## src/verilog/tfsa_defines.svh

```systemverilog
`ifndef TFSA_DEFINES_SVH
`define TFSA_DEFINES_SVH

// ----------------------------------------
// register offsets
// ----------------------------------------
`define TFSA_ADDR_CFG1        8'h01
`define TFSA_ADDR_MASK_TEMP   8'h08
`define TFSA_ADDR_MASK_OT     8'h09
`define TFSA_ADDR_MASK_FAN    8'h0A
`define TFSA_ADDR_STAT_TEMP   8'h4F
`define TFSA_ADDR_STAT_OT     8'h50
`define TFSA_ADDR_STAT_FAN    8'h51

// ----------------------------------------
// reset values
// ----------------------------------------
`define TFSA_CFG1_RST         8'h00
`define TFSA_MASK_RST         8'h00
`define TFSA_RDATA_RST        8'h00

// ----------------------------------------
// implemented bits per register
// ----------------------------------------
`define TFSA_MASK_TEMP_BITS   8'hFF
`define TFSA_MASK_OT_BITS     8'h1C
`define TFSA_MASK_FAN_BITS    8'hE0

// ----------------------------------------
// field positions and counts
// ----------------------------------------
`define TFSA_CFG1_ALERT_MODE  3
`define TFSA_OT_PIN_LEVEL_BIT 2
`define TFSA_FAN_ALERT_BIT    0
`define TFSA_NUM_CHAN         3
`define TFSA_NUM_STAT         3

`endif

```

## src/verilog/tfsa_pkg.sv

```systemverilog
package tfsa_pkg;

    // ----------------------------------------
    // alert output modes
    // ----------------------------------------
    typedef enum logic {
        TFSA_ALERT_LATCHED,
        TFSA_ALERT_COMP
    } tfsa_mode_t;

    // ----------------------------------------
    // state of one sticky status register
    // ----------------------------------------
    typedef struct packed {
        logic [7:0] status;
    } tfsa_sticky_t;

    // ----------------------------------------
    // state of the alert controller
    // ----------------------------------------
    typedef struct packed {
        logic [2:0] hi;
        logic [2:0] lo;
        logic [2:0] crit;
        logic [7:0] mask_temp;
        logic [7:0] mask_ot;
        logic [7:0] mask_fan;
        logic [7:0] cfg1;
        logic [7:0] rdata;
        logic       alert;
        logic       alert_o;
    } tfsa_main_t;

endpackage

```

## src/verilog/tfsa_sticky_bank.sv

```systemverilog
`timescale 1ns/1ps
`include "tfsa_defines.svh"

module tfsa_sticky_bank #(
    parameter int WIDTH = 8
) (
    input  wire logic             clk,
    input  wire logic             rst_n,
    input  wire logic             ce,
    input  wire logic [WIDTH-1:0] cond,
    input  wire logic             rd_clr,
    input  wire logic             ara_clr,
    output      logic [WIDTH-1:0] status
);
    import tfsa_pkg::*;

    tfsa_sticky_t st_r;
    tfsa_sticky_t st_nxt;

    // ----------------------------------------
    // next state
    // ----------------------------------------
    always_comb begin
        st_nxt = st_r;
        if (ce) begin
            if (rd_clr || ara_clr) begin
                st_nxt.status = '0;
            end
            st_nxt.status = st_nxt.status | cond;
        end
    end

    // ----------------------------------------
    // registers
    // ----------------------------------------
    always_ff @(posedge clk or negedge rst_n) begin
        if (!rst_n) begin
            st_r <= '0;
        end else begin
            st_r <= st_nxt;
        end
    end

    assign status = st_r.status[WIDTH-1:0];

endmodule

```

## src/verilog/tfsa_alert_ctrl.sv

```systemverilog
`timescale 1ns/1ps
`include "tfsa_defines.svh"

module tfsa_alert_ctrl (
    input  wire logic            CLOCK,
    input  wire logic            RST_N,
    input  wire logic            CE,
    input  wire logic [7:0]      REG_ADDR,
    input  wire logic            REG_WR,
    input  wire logic            REG_RD,
    input  wire logic [7:0]      REG_WDATA,
    output      logic [7:0]      REG_RDATA,
    input  wire logic            ARA_DONE,
    input  wire logic [2:0]      MEAS_DONE,
    input  wire logic [2:0][7:0] TEMP_VALUE,
    input  wire logic [2:0][7:0] HIGH_LIMIT,
    input  wire logic [2:0][7:0] LOW_LIMIT,
    input  wire logic [2:0][7:0] CRIT_LIMIT,
    input  wire logic [1:0]      DIODE_FAULT,
    input  wire logic            OVERTEMP_PCT_OVER,
    input  wire logic            OVERTEMP_DRIVEN,
    input  wire logic            OVERTEMP_PIN_LEVEL,
    input  wire logic            FAN1_STALL,
    input  wire logic            COOLER_ALARM_SPEED,
    input  wire logic            FAN2_STALL,
    input  wire logic            ALERT_IN,
    output      logic            ALERT_O,
    output      logic            ALERT_OE,
    output      tfsa_pkg::tfsa_mode_t ALERT_MODE
);
    import tfsa_pkg::*;

    // ----------------------------------------
    // helpers
    // ----------------------------------------
    function automatic logic above_high(input logic [7:0] v,
                                        input logic [7:0] lim);
        above_high = (v >= lim);
    endfunction

    function automatic logic below_low(input logic [7:0] v,
                                       input logic [7:0] lim);
        below_low = (v < lim);
    endfunction

    function automatic logic addr_hit(input logic [7:0] a,
                                      input logic [7:0] off);
        addr_hit = (a == off);
    endfunction

    // ----------------------------------------
    // declarations
    // ----------------------------------------
    tfsa_main_t st_r;
    tfsa_main_t st_nxt;

    logic [2:0][7:0] cond;
    logic [2:0][7:0] status;
    logic [2:0][7:0] stat_off;
    logic [2:0]      rd_clr;
    logic            ara_clr;
    logic [7:0]      pend_temp;
    logic [7:0]      pend_ot;
    logic [7:0]      pend_fan;
    logic [7:0]      live_temp;
    logic [7:0]      live_ot;
    logic [7:0]      live_fan;
    logic [7:0]      comp_ot_mask;
    logic            any_pend;
    logic            any_live;
    tfsa_mode_t      mode;

    assign stat_off[0] = `TFSA_ADDR_STAT_TEMP;
    assign stat_off[1] = `TFSA_ADDR_STAT_OT;
    assign stat_off[2] = `TFSA_ADDR_STAT_FAN;

    // ----------------------------------------
    // live out-of-limit conditions
    // ----------------------------------------
    // first status bit order
    assign cond[0] = {st_r.hi[0], st_r.lo[0],
                      st_r.hi[1], st_r.lo[1], DIODE_FAULT[0],
                      st_r.hi[2], st_r.lo[2], DIODE_FAULT[1]};

    assign cond[1] = {st_r.crit[0], st_r.crit[1], st_r.crit[2],
                      OVERTEMP_PCT_OVER,
                      (|st_r.crit) & OVERTEMP_DRIVEN,
                      OVERTEMP_PIN_LEVEL,
                      2'h0};

    assign cond[2] = {FAN1_STALL, COOLER_ALARM_SPEED, FAN2_STALL,
                      5'h00};

    // ----------------------------------------
    // sticky status registers
    // ----------------------------------------
    assign ara_clr = ARA_DONE;

    genvar gi;
    generate
        for (gi = 0; gi < `TFSA_NUM_STAT; gi = gi + 1) begin : g_stat
            // clear on read of own register
            assign rd_clr[gi] = REG_RD & addr_hit(REG_ADDR,
                                                  stat_off[gi]);
            tfsa_sticky_bank #(
                .WIDTH (8)
            ) u_bank (
                .clk     (CLOCK),
                .rst_n   (RST_N),
                .ce      (CE),
                .cond    (cond[gi]),
                .rd_clr  (rd_clr[gi]),
                .ara_clr (ara_clr),
                .status  (status[gi])
            );
        end
    endgenerate

    // ----------------------------------------
    // alert sources
    // ----------------------------------------
    // mode from config1 bit 3
    assign mode = st_r.cfg1[`TFSA_CFG1_ALERT_MODE] ?
                  TFSA_ALERT_COMP : TFSA_ALERT_LATCHED;

    assign pend_temp = status[0] & ~st_r.mask_temp;
    assign pend_ot   = status[1] & ~st_r.mask_ot;
    assign pend_fan  = status[2] & ~st_r.mask_fan &
                       `TFSA_MASK_FAN_BITS;

    assign comp_ot_mask = st_r.mask_ot |
                          (8'h01 << `TFSA_OT_PIN_LEVEL_BIT);

    assign live_temp = cond[0] & ~st_r.mask_temp;
    assign live_ot   = cond[1] & ~comp_ot_mask;
    assign live_fan  = cond[2] & ~st_r.mask_fan &
                       `TFSA_MASK_FAN_BITS;

    assign any_pend = |{pend_temp, pend_ot, pend_fan};
    assign any_live = |{live_temp, live_ot, live_fan};

    // ----------------------------------------
    // next state
    // ----------------------------------------
    always_comb begin
        st_nxt = st_r;
        st_nxt.alert_o = 1'b0;
        if (CE) begin
            // ----------------------------------------
            // limit comparisons
            // ----------------------------------------
            // limit comparisons per channel
            for (int c = 0; c < `TFSA_NUM_CHAN; c++) begin
                if (MEAS_DONE[c]) begin
                    st_nxt.hi[c]   = above_high(TEMP_VALUE[c],
                                                HIGH_LIMIT[c]);
                    st_nxt.lo[c]   = below_low(TEMP_VALUE[c],
                                               LOW_LIMIT[c]);
                    st_nxt.crit[c] = above_high(TEMP_VALUE[c],
                                                CRIT_LIMIT[c]);
                end
            end

            // ----------------------------------------
            // register writes
            // ----------------------------------------
            // status registers are read-only
            if (REG_WR) begin
                if (addr_hit(REG_ADDR, `TFSA_ADDR_CFG1)) begin
                    st_nxt.cfg1 = REG_WDATA;
                end
                if (addr_hit(REG_ADDR, `TFSA_ADDR_MASK_TEMP)) begin
                    st_nxt.mask_temp = REG_WDATA &
                                       `TFSA_MASK_TEMP_BITS;
                end
                if (addr_hit(REG_ADDR, `TFSA_ADDR_MASK_OT)) begin
                    st_nxt.mask_ot = REG_WDATA & `TFSA_MASK_OT_BITS;
                end
                if (addr_hit(REG_ADDR, `TFSA_ADDR_MASK_FAN)) begin
                    st_nxt.mask_fan = REG_WDATA & `TFSA_MASK_FAN_BITS;
                end
            end

            // ----------------------------------------
            // register reads
            // ----------------------------------------
            // unmapped addresses read zero
            if (REG_RD) begin
                st_nxt.rdata = `TFSA_RDATA_RST;
                if (addr_hit(REG_ADDR, `TFSA_ADDR_CFG1)) begin
                    st_nxt.rdata = st_r.cfg1;
                end
                if (addr_hit(REG_ADDR, `TFSA_ADDR_MASK_TEMP)) begin
                    st_nxt.rdata = st_r.mask_temp;
                end
                if (addr_hit(REG_ADDR, `TFSA_ADDR_MASK_OT)) begin
                    st_nxt.rdata = st_r.mask_ot;
                end
                if (addr_hit(REG_ADDR, `TFSA_ADDR_MASK_FAN)) begin
                    st_nxt.rdata = st_r.mask_fan;
                end
                if (addr_hit(REG_ADDR, `TFSA_ADDR_STAT_TEMP)) begin
                    st_nxt.rdata = status[0];
                end
                if (addr_hit(REG_ADDR, `TFSA_ADDR_STAT_OT)) begin
                    st_nxt.rdata = status[1];
                end
                if (addr_hit(REG_ADDR, `TFSA_ADDR_STAT_FAN)) begin
                    st_nxt.rdata = status[2];
                    st_nxt.rdata[`TFSA_FAN_ALERT_BIT] = st_r.alert;
                end
            end

            // ----------------------------------------
            // alert update
            // ----------------------------------------
            // assert on unmasked source; comparator mode also ignores the OT pin-level bit
            unique case (mode)
                TFSA_ALERT_LATCHED: st_nxt.alert = any_pend;
                TFSA_ALERT_COMP:    st_nxt.alert = any_live;
            endcase
        end
    end

    // ----------------------------------------
    // registers
    // ----------------------------------------
    always_ff @(posedge CLOCK or negedge RST_N) begin
        if (!RST_N) begin
            st_r.hi        <= 3'h0;
            st_r.lo        <= 3'h0;
            st_r.crit      <= 3'h0;
            st_r.mask_temp <= `TFSA_MASK_RST;
            st_r.mask_ot   <= `TFSA_MASK_RST;
            st_r.mask_fan  <= `TFSA_MASK_RST;
            st_r.cfg1      <= `TFSA_CFG1_RST;
            st_r.rdata     <= `TFSA_RDATA_RST;
            st_r.alert     <= 1'b0;
            st_r.alert_o   <= 1'b0;
        end else begin
            st_r <= st_nxt;
        end
    end

    // ----------------------------------------
    // mode register
    // ----------------------------------------
    logic mode_r;

    always_ff @(posedge CLOCK or negedge RST_N) begin
        if (!RST_N) begin
            mode_r <= 1'b0;
        end else if (CE) begin
            mode_r <= st_nxt.cfg1[`TFSA_CFG1_ALERT_MODE];
        end
    end

    // ----------------------------------------
    // outputs
    // ----------------------------------------
    assign REG_RDATA  = st_r.rdata;
    assign ALERT_O    = st_r.alert_o;
    assign ALERT_OE   = st_r.alert;
    assign ALERT_MODE = mode_r ? TFSA_ALERT_COMP : TFSA_ALERT_LATCHED;

endmodule

```

## config.mk

```make
export PLATFORM = sky130hd
export DESIGN_NAME = tfsa_alert_ctrl
export DESIGN_NICKNAME = d
export VERILOG_FILES = /design/src/verilog/tfsa_pkg.sv /design/src/verilog/tfsa_sticky_bank.sv /design/src/verilog/tfsa_alert_ctrl.sv
export VERILOG_INCLUDE_DIRS = /design/src /design/src/verilog
export SDC_FILE = /design/constraint.sdc
export NUM_CORES = 1
export LEC_CHECK = 0
export BUFFER_PORTS_ARGS = -buffer_cell sky130_fd_sc_hd__buf_2
export CAP_MARGIN = 10
export CORE_MARGIN = 2
export CORE_UTILIZATION = 53
export CTS_CLUSTER_SIZE = 30
export DETAILED_ROUTE_END_ITERATION = 6
export GPL_TIMING_DRIVEN = 0
export HOLD_SLACK_MARGIN = 0.08
export PLACE_DENSITY = 0.81
export SYNTH_ARGS = -nofsm -noshare
export SYNTH_HDL_FRONTEND = slang
export SYNTH_SLANG_ARGS = --single-unit
```

## constraint.sdc

```tcl
create_clock -name CLOCK -period 2.02 [get_ports CLOCK]
set_input_delay 0.404 -clock CLOCK [delete_from_list [all_inputs] [get_ports CLOCK]]
set_output_delay 0.404 -clock CLOCK [all_outputs]
set_load 0.05 [all_outputs]
```

==> metrics.md <==
| Metric | Value |
|---|---|
| Largest net degree at the start of global routing | 40 |
| Syn Nets | 693 |
| Seq/Total Area, Yosys | approximately 31% |
| H-tree levels | 3 |
| CTS Sinks | 58 |
| Final period utilization | between 90 and 100% |
| Netlist Area Pre-Place | 4640 um2 |
| Die W | 97.5 um |
| VDD IR max | 0.318 mV |
| Setup Skew | 0.00828 ns |
| Post-synthesis cell count | 494 |
| Post-synth ARST share | 100% |
| Pleak | roughly 0.0032 uW |
| Clock latency on the worst-skew pair | 0.35 ns |
| Min cycle time layout | 1.97 ns |
| Grt met1 use | 31.1% |
| IO Count | ~140 |
| Syn_area_per_cell | 9.39 um2 |
| Antenna diodes | 0 |
| Highest Clock Rate | roughly 0.51 GHz |
| Global-route wire length before repair | 20.1 mm |
| Nets@finish | 849 |
| Clock tree from TritonCTS | yes |
| Status | complete, no violations |
| #FFs+latches synth | 58 |
| Max incr delay on CP | 0.61 ns |
| Synth warnings | 0 |
| Starting Density | 54.0% |
| Final instance area | 5760 um2 |
| Grt ovf | 0 |
| Reg clk slew, reported paths | about 0.070 ns |
| Fin. Hold Viols | 0 |
| WS Path Type | in2reg |
| DP Area | 5490 um2 |
| Worst slew pin tran | between 0.7 and 0.8 ns |
| CP Capture Type | flip-flop |
| DP Wirelength | between 9 and 10 mm |
| CP Launch Type | input pin |
| Antenna violations before repair | 0 |
| Iteration-0 DRC Markers | 185 |
| Arr. time, crit path | between 2 and 2.5 ns |
| Crit path max fanout | 4 |
| Drt total wl | 12.0 mm |
| Unique cell type count in the Yosys netlist | 54 |
| Post-synth EDFFs | 0 |
| DIE AREA | 9510 um2 |
| Initial DRT Pass Iterations | 4 |
| CP Data Required Time | 2.25 ns |
| Met2 usage | between 40% and 50% |
| Core ar. | about 8600 um2 |
| Num rows | 34 |
| Slowest CP cell | or4_4 |
| Fraction of layout cells with a size suffix above 1 | 31.3% |
| CP top delay family | simple AND/OR/NAND/NOR gates |
| Grt met3 use | between 4 and 5% |
| Prevailing post-synth register cell | dfrtp_1 |
| Placer Congestion | 0.927 |
| Slew Viols, Final | 0 |
| Fin cells | around 760 |
| GR peak layer | met2 |
| Crit-path cells | buf_2 -> or4_4 -> nor3_4 -> nand4_4 -> nor2_4 -> buf_4 -> mux2_2 |
| Cts bufs inserted | 9 |
| Buf/Inv on CP | 2 |
| Worst min path class | in2reg |
| Die Y | approximately 100 um |
| IO Port Bufs | ~140 |
| Total track usage | 25.7% |
| Finish-stage setup viols | 0 |
| Vias in the first global route | roughly 4500 |
| Max-Cap Viols | 0 |
| Residual DRC | 0 |
| Max-slew headroom | 52.4% |
| Root Driver | clkbuf_8 |
| PwrDens | around 560 nW/um2 |
| Vias per std cell | 5.64 |
| Dpl cells | about 740 |
| Vias | between 4000 and 5000 |
| Hold slack | 0.284 ns |
| CTS max path bufs | 2 |
| Routed length per placed instance | ~16 um |
| Area delta synth->final | 24.3% |
| Post-route ant nets | 0 |
[cell usage after synthesis (4+ instances only)]
cell type | n | area [um2]
inv_1 | 91 | 342
ha_1 | 69 | 863
dfrtp_1 | 58 | 1450
a21oi_1 | 34 | 170
o21ai_0 | 27 | 135
a22o_1 | 24 | 210
mux2_2 | 20 | 225
nand2_1 | 17 | 63.8
nor2b_1 | 15 | 93.8
a221oi_1 | 10 | 87.6
buf_4 | 10 | 75.1
nand2b_1 | 10 | 62.6
nor2_1 | 9 | 33.8
mux2i_1 | 7 | 70.1
o2111ai_1 | 7 | 61.3
or3_1 | 7 | 43.8
a21boi_0 | 6 | 45.0
a21o_1 | 6 | 45.0
clkbuf_1 | 5 | 18.8
nand3_1 | 4 | 20.0
o22ai_1 | 4 | 25.0
[final cells by class]
cell class	instances	area, um2
plain buffers	17	104
multi-input cells	328	2770
inverters	91	342
fillers	727	2830
clock buffers	12	155
flip-flops and latches	58	1450
clock inverters	4	50.0
well taps	108	135
repair buffers	145	762
[layout by cell type (no fill, tap or decap), types with 2 or more instances in the layout]
master      netlist  routed
mux2i_1           7       7
clkinvlp_4        0       2
dfrtp_1          58      58
a221oi_1         10      10
ha_1             69      69
o21ai_1           2       2
nor4_1            3       3
a21o_1            6       6
a22oi_1           3       3
buf_2             2     140
o311ai_0          3       3
o22ai_1           4       4
o31ai_1           3       3
or3_1             7       7
o21ai_0          27      27
mux2_4            3       5
nor4b_2           0       2
nand2b_1         10      10
nor2_1            9       9
a2111o_1          2       2
a2bb2oi_1         3       3
a21boi_0          6       6
nand2_1          17      17
clkbuf_1          5       6
a2111oi_0         3       3
nor2b_1          15      15
o2111ai_1         7       7
buf_4            10      14
nor3_1            3       3
inv_1            91      91
a22o_1           24      24
nand3_1           4       4
a21oi_1          34      34
mux2_2           20      18
clkbuf_8          0      11
[routing by layer]
layer | share of wire [%] | wire length (um) | vias to the layer above
met5 | 0 | 0 | -
met4 | 2.1 | 254 | 0
met3 | 6.3 | 758 | 22
met2 | 51 | 6090 | 169
met1 | 41 | 4930 | 2024
li1 | - | - | 2088
[report_power, final]
part | leakage [uW] | internal [uW] | switching, uW | total, uW
clock network | 0.0000986 | 634 | 468 | 1100
registers | 0.000741 | 1270 | 105 | 1380
logic | 0.00233 | 367 | 399 | 766
[per-stage QoR]
step | setup WS, ns | utilization [%] | TNS, ns | total power, uW
2_1_floorplan | -0.0325 | - | -0.271 | 1810
3_3_place_gp | -0.482 | 63.7 | -10.21 | 2100
3_5_place_dp | -0.489 | 63.9 | -11.42 | 2150
4_1_cts | 0.0464 | 66.7 | 0 | 3240
5_1_grt | -0.0103 | 67.1 | -0.0228 | 3420
6_report | 0.0541 | 67.1 | 0 | 3250
[path summary, 6_finish.rpt]
check                                         start                                     end  slack [ns]  cells past startpoint
hold reg to reg            REG_RDATA[3]$_DFFE_PN0P_                REG_RDATA[3]$_DFFE_PN0P_        0.48                      2
min in group asynchronous                     RST_N                    st_r[15]$_DFFE_PN0P_        0.54                      2
max in group asynchronous                     RST_N  g_stat[1].u_bank.status[7]$_DFFE_PN0P_        0.89                      3
setup reg to reg                 st_r[13]$_DFF_PN0_                    ALERT_OE$_DFFE_PN0P_        0.37                      5
setup / recovery                        REG_ADDR[6]                      st_r[13]$_DFF_PN0_        0.05                      7
hold / removal                   OVERTEMP_PIN_LEVEL  g_stat[1].u_bank.status[2]$_DFFE_PN0P_        0.28                      2
[state kept, by name (all words and copies together), names as in the netlist]
signal,cells
comp_ot_mask,2
ALERT_OE,1
mode_r,1
REG_RDATA,8
cond,9
g_stat.u_bank.status,17
st_r,20
[logic make-up after synthesis]
group | share of synthesized area, %
fa+ha+maj | 18.6
flops | 31.3
compound gates | 21.3
mux | 7.34
other cells | 0.0809
buf+inv | 9.61
simple gates | 11.7
[what timing repair did]
item                                    CTS  global route
endpoints found under the setup margin    2            13
pin swaps                                 1             3
hold buffers                              1             0
buffers inserted                          3             2
endpoints found under the hold margin    19             0
resized for setup                         1             3
Power figures use the tool's default switching activity.
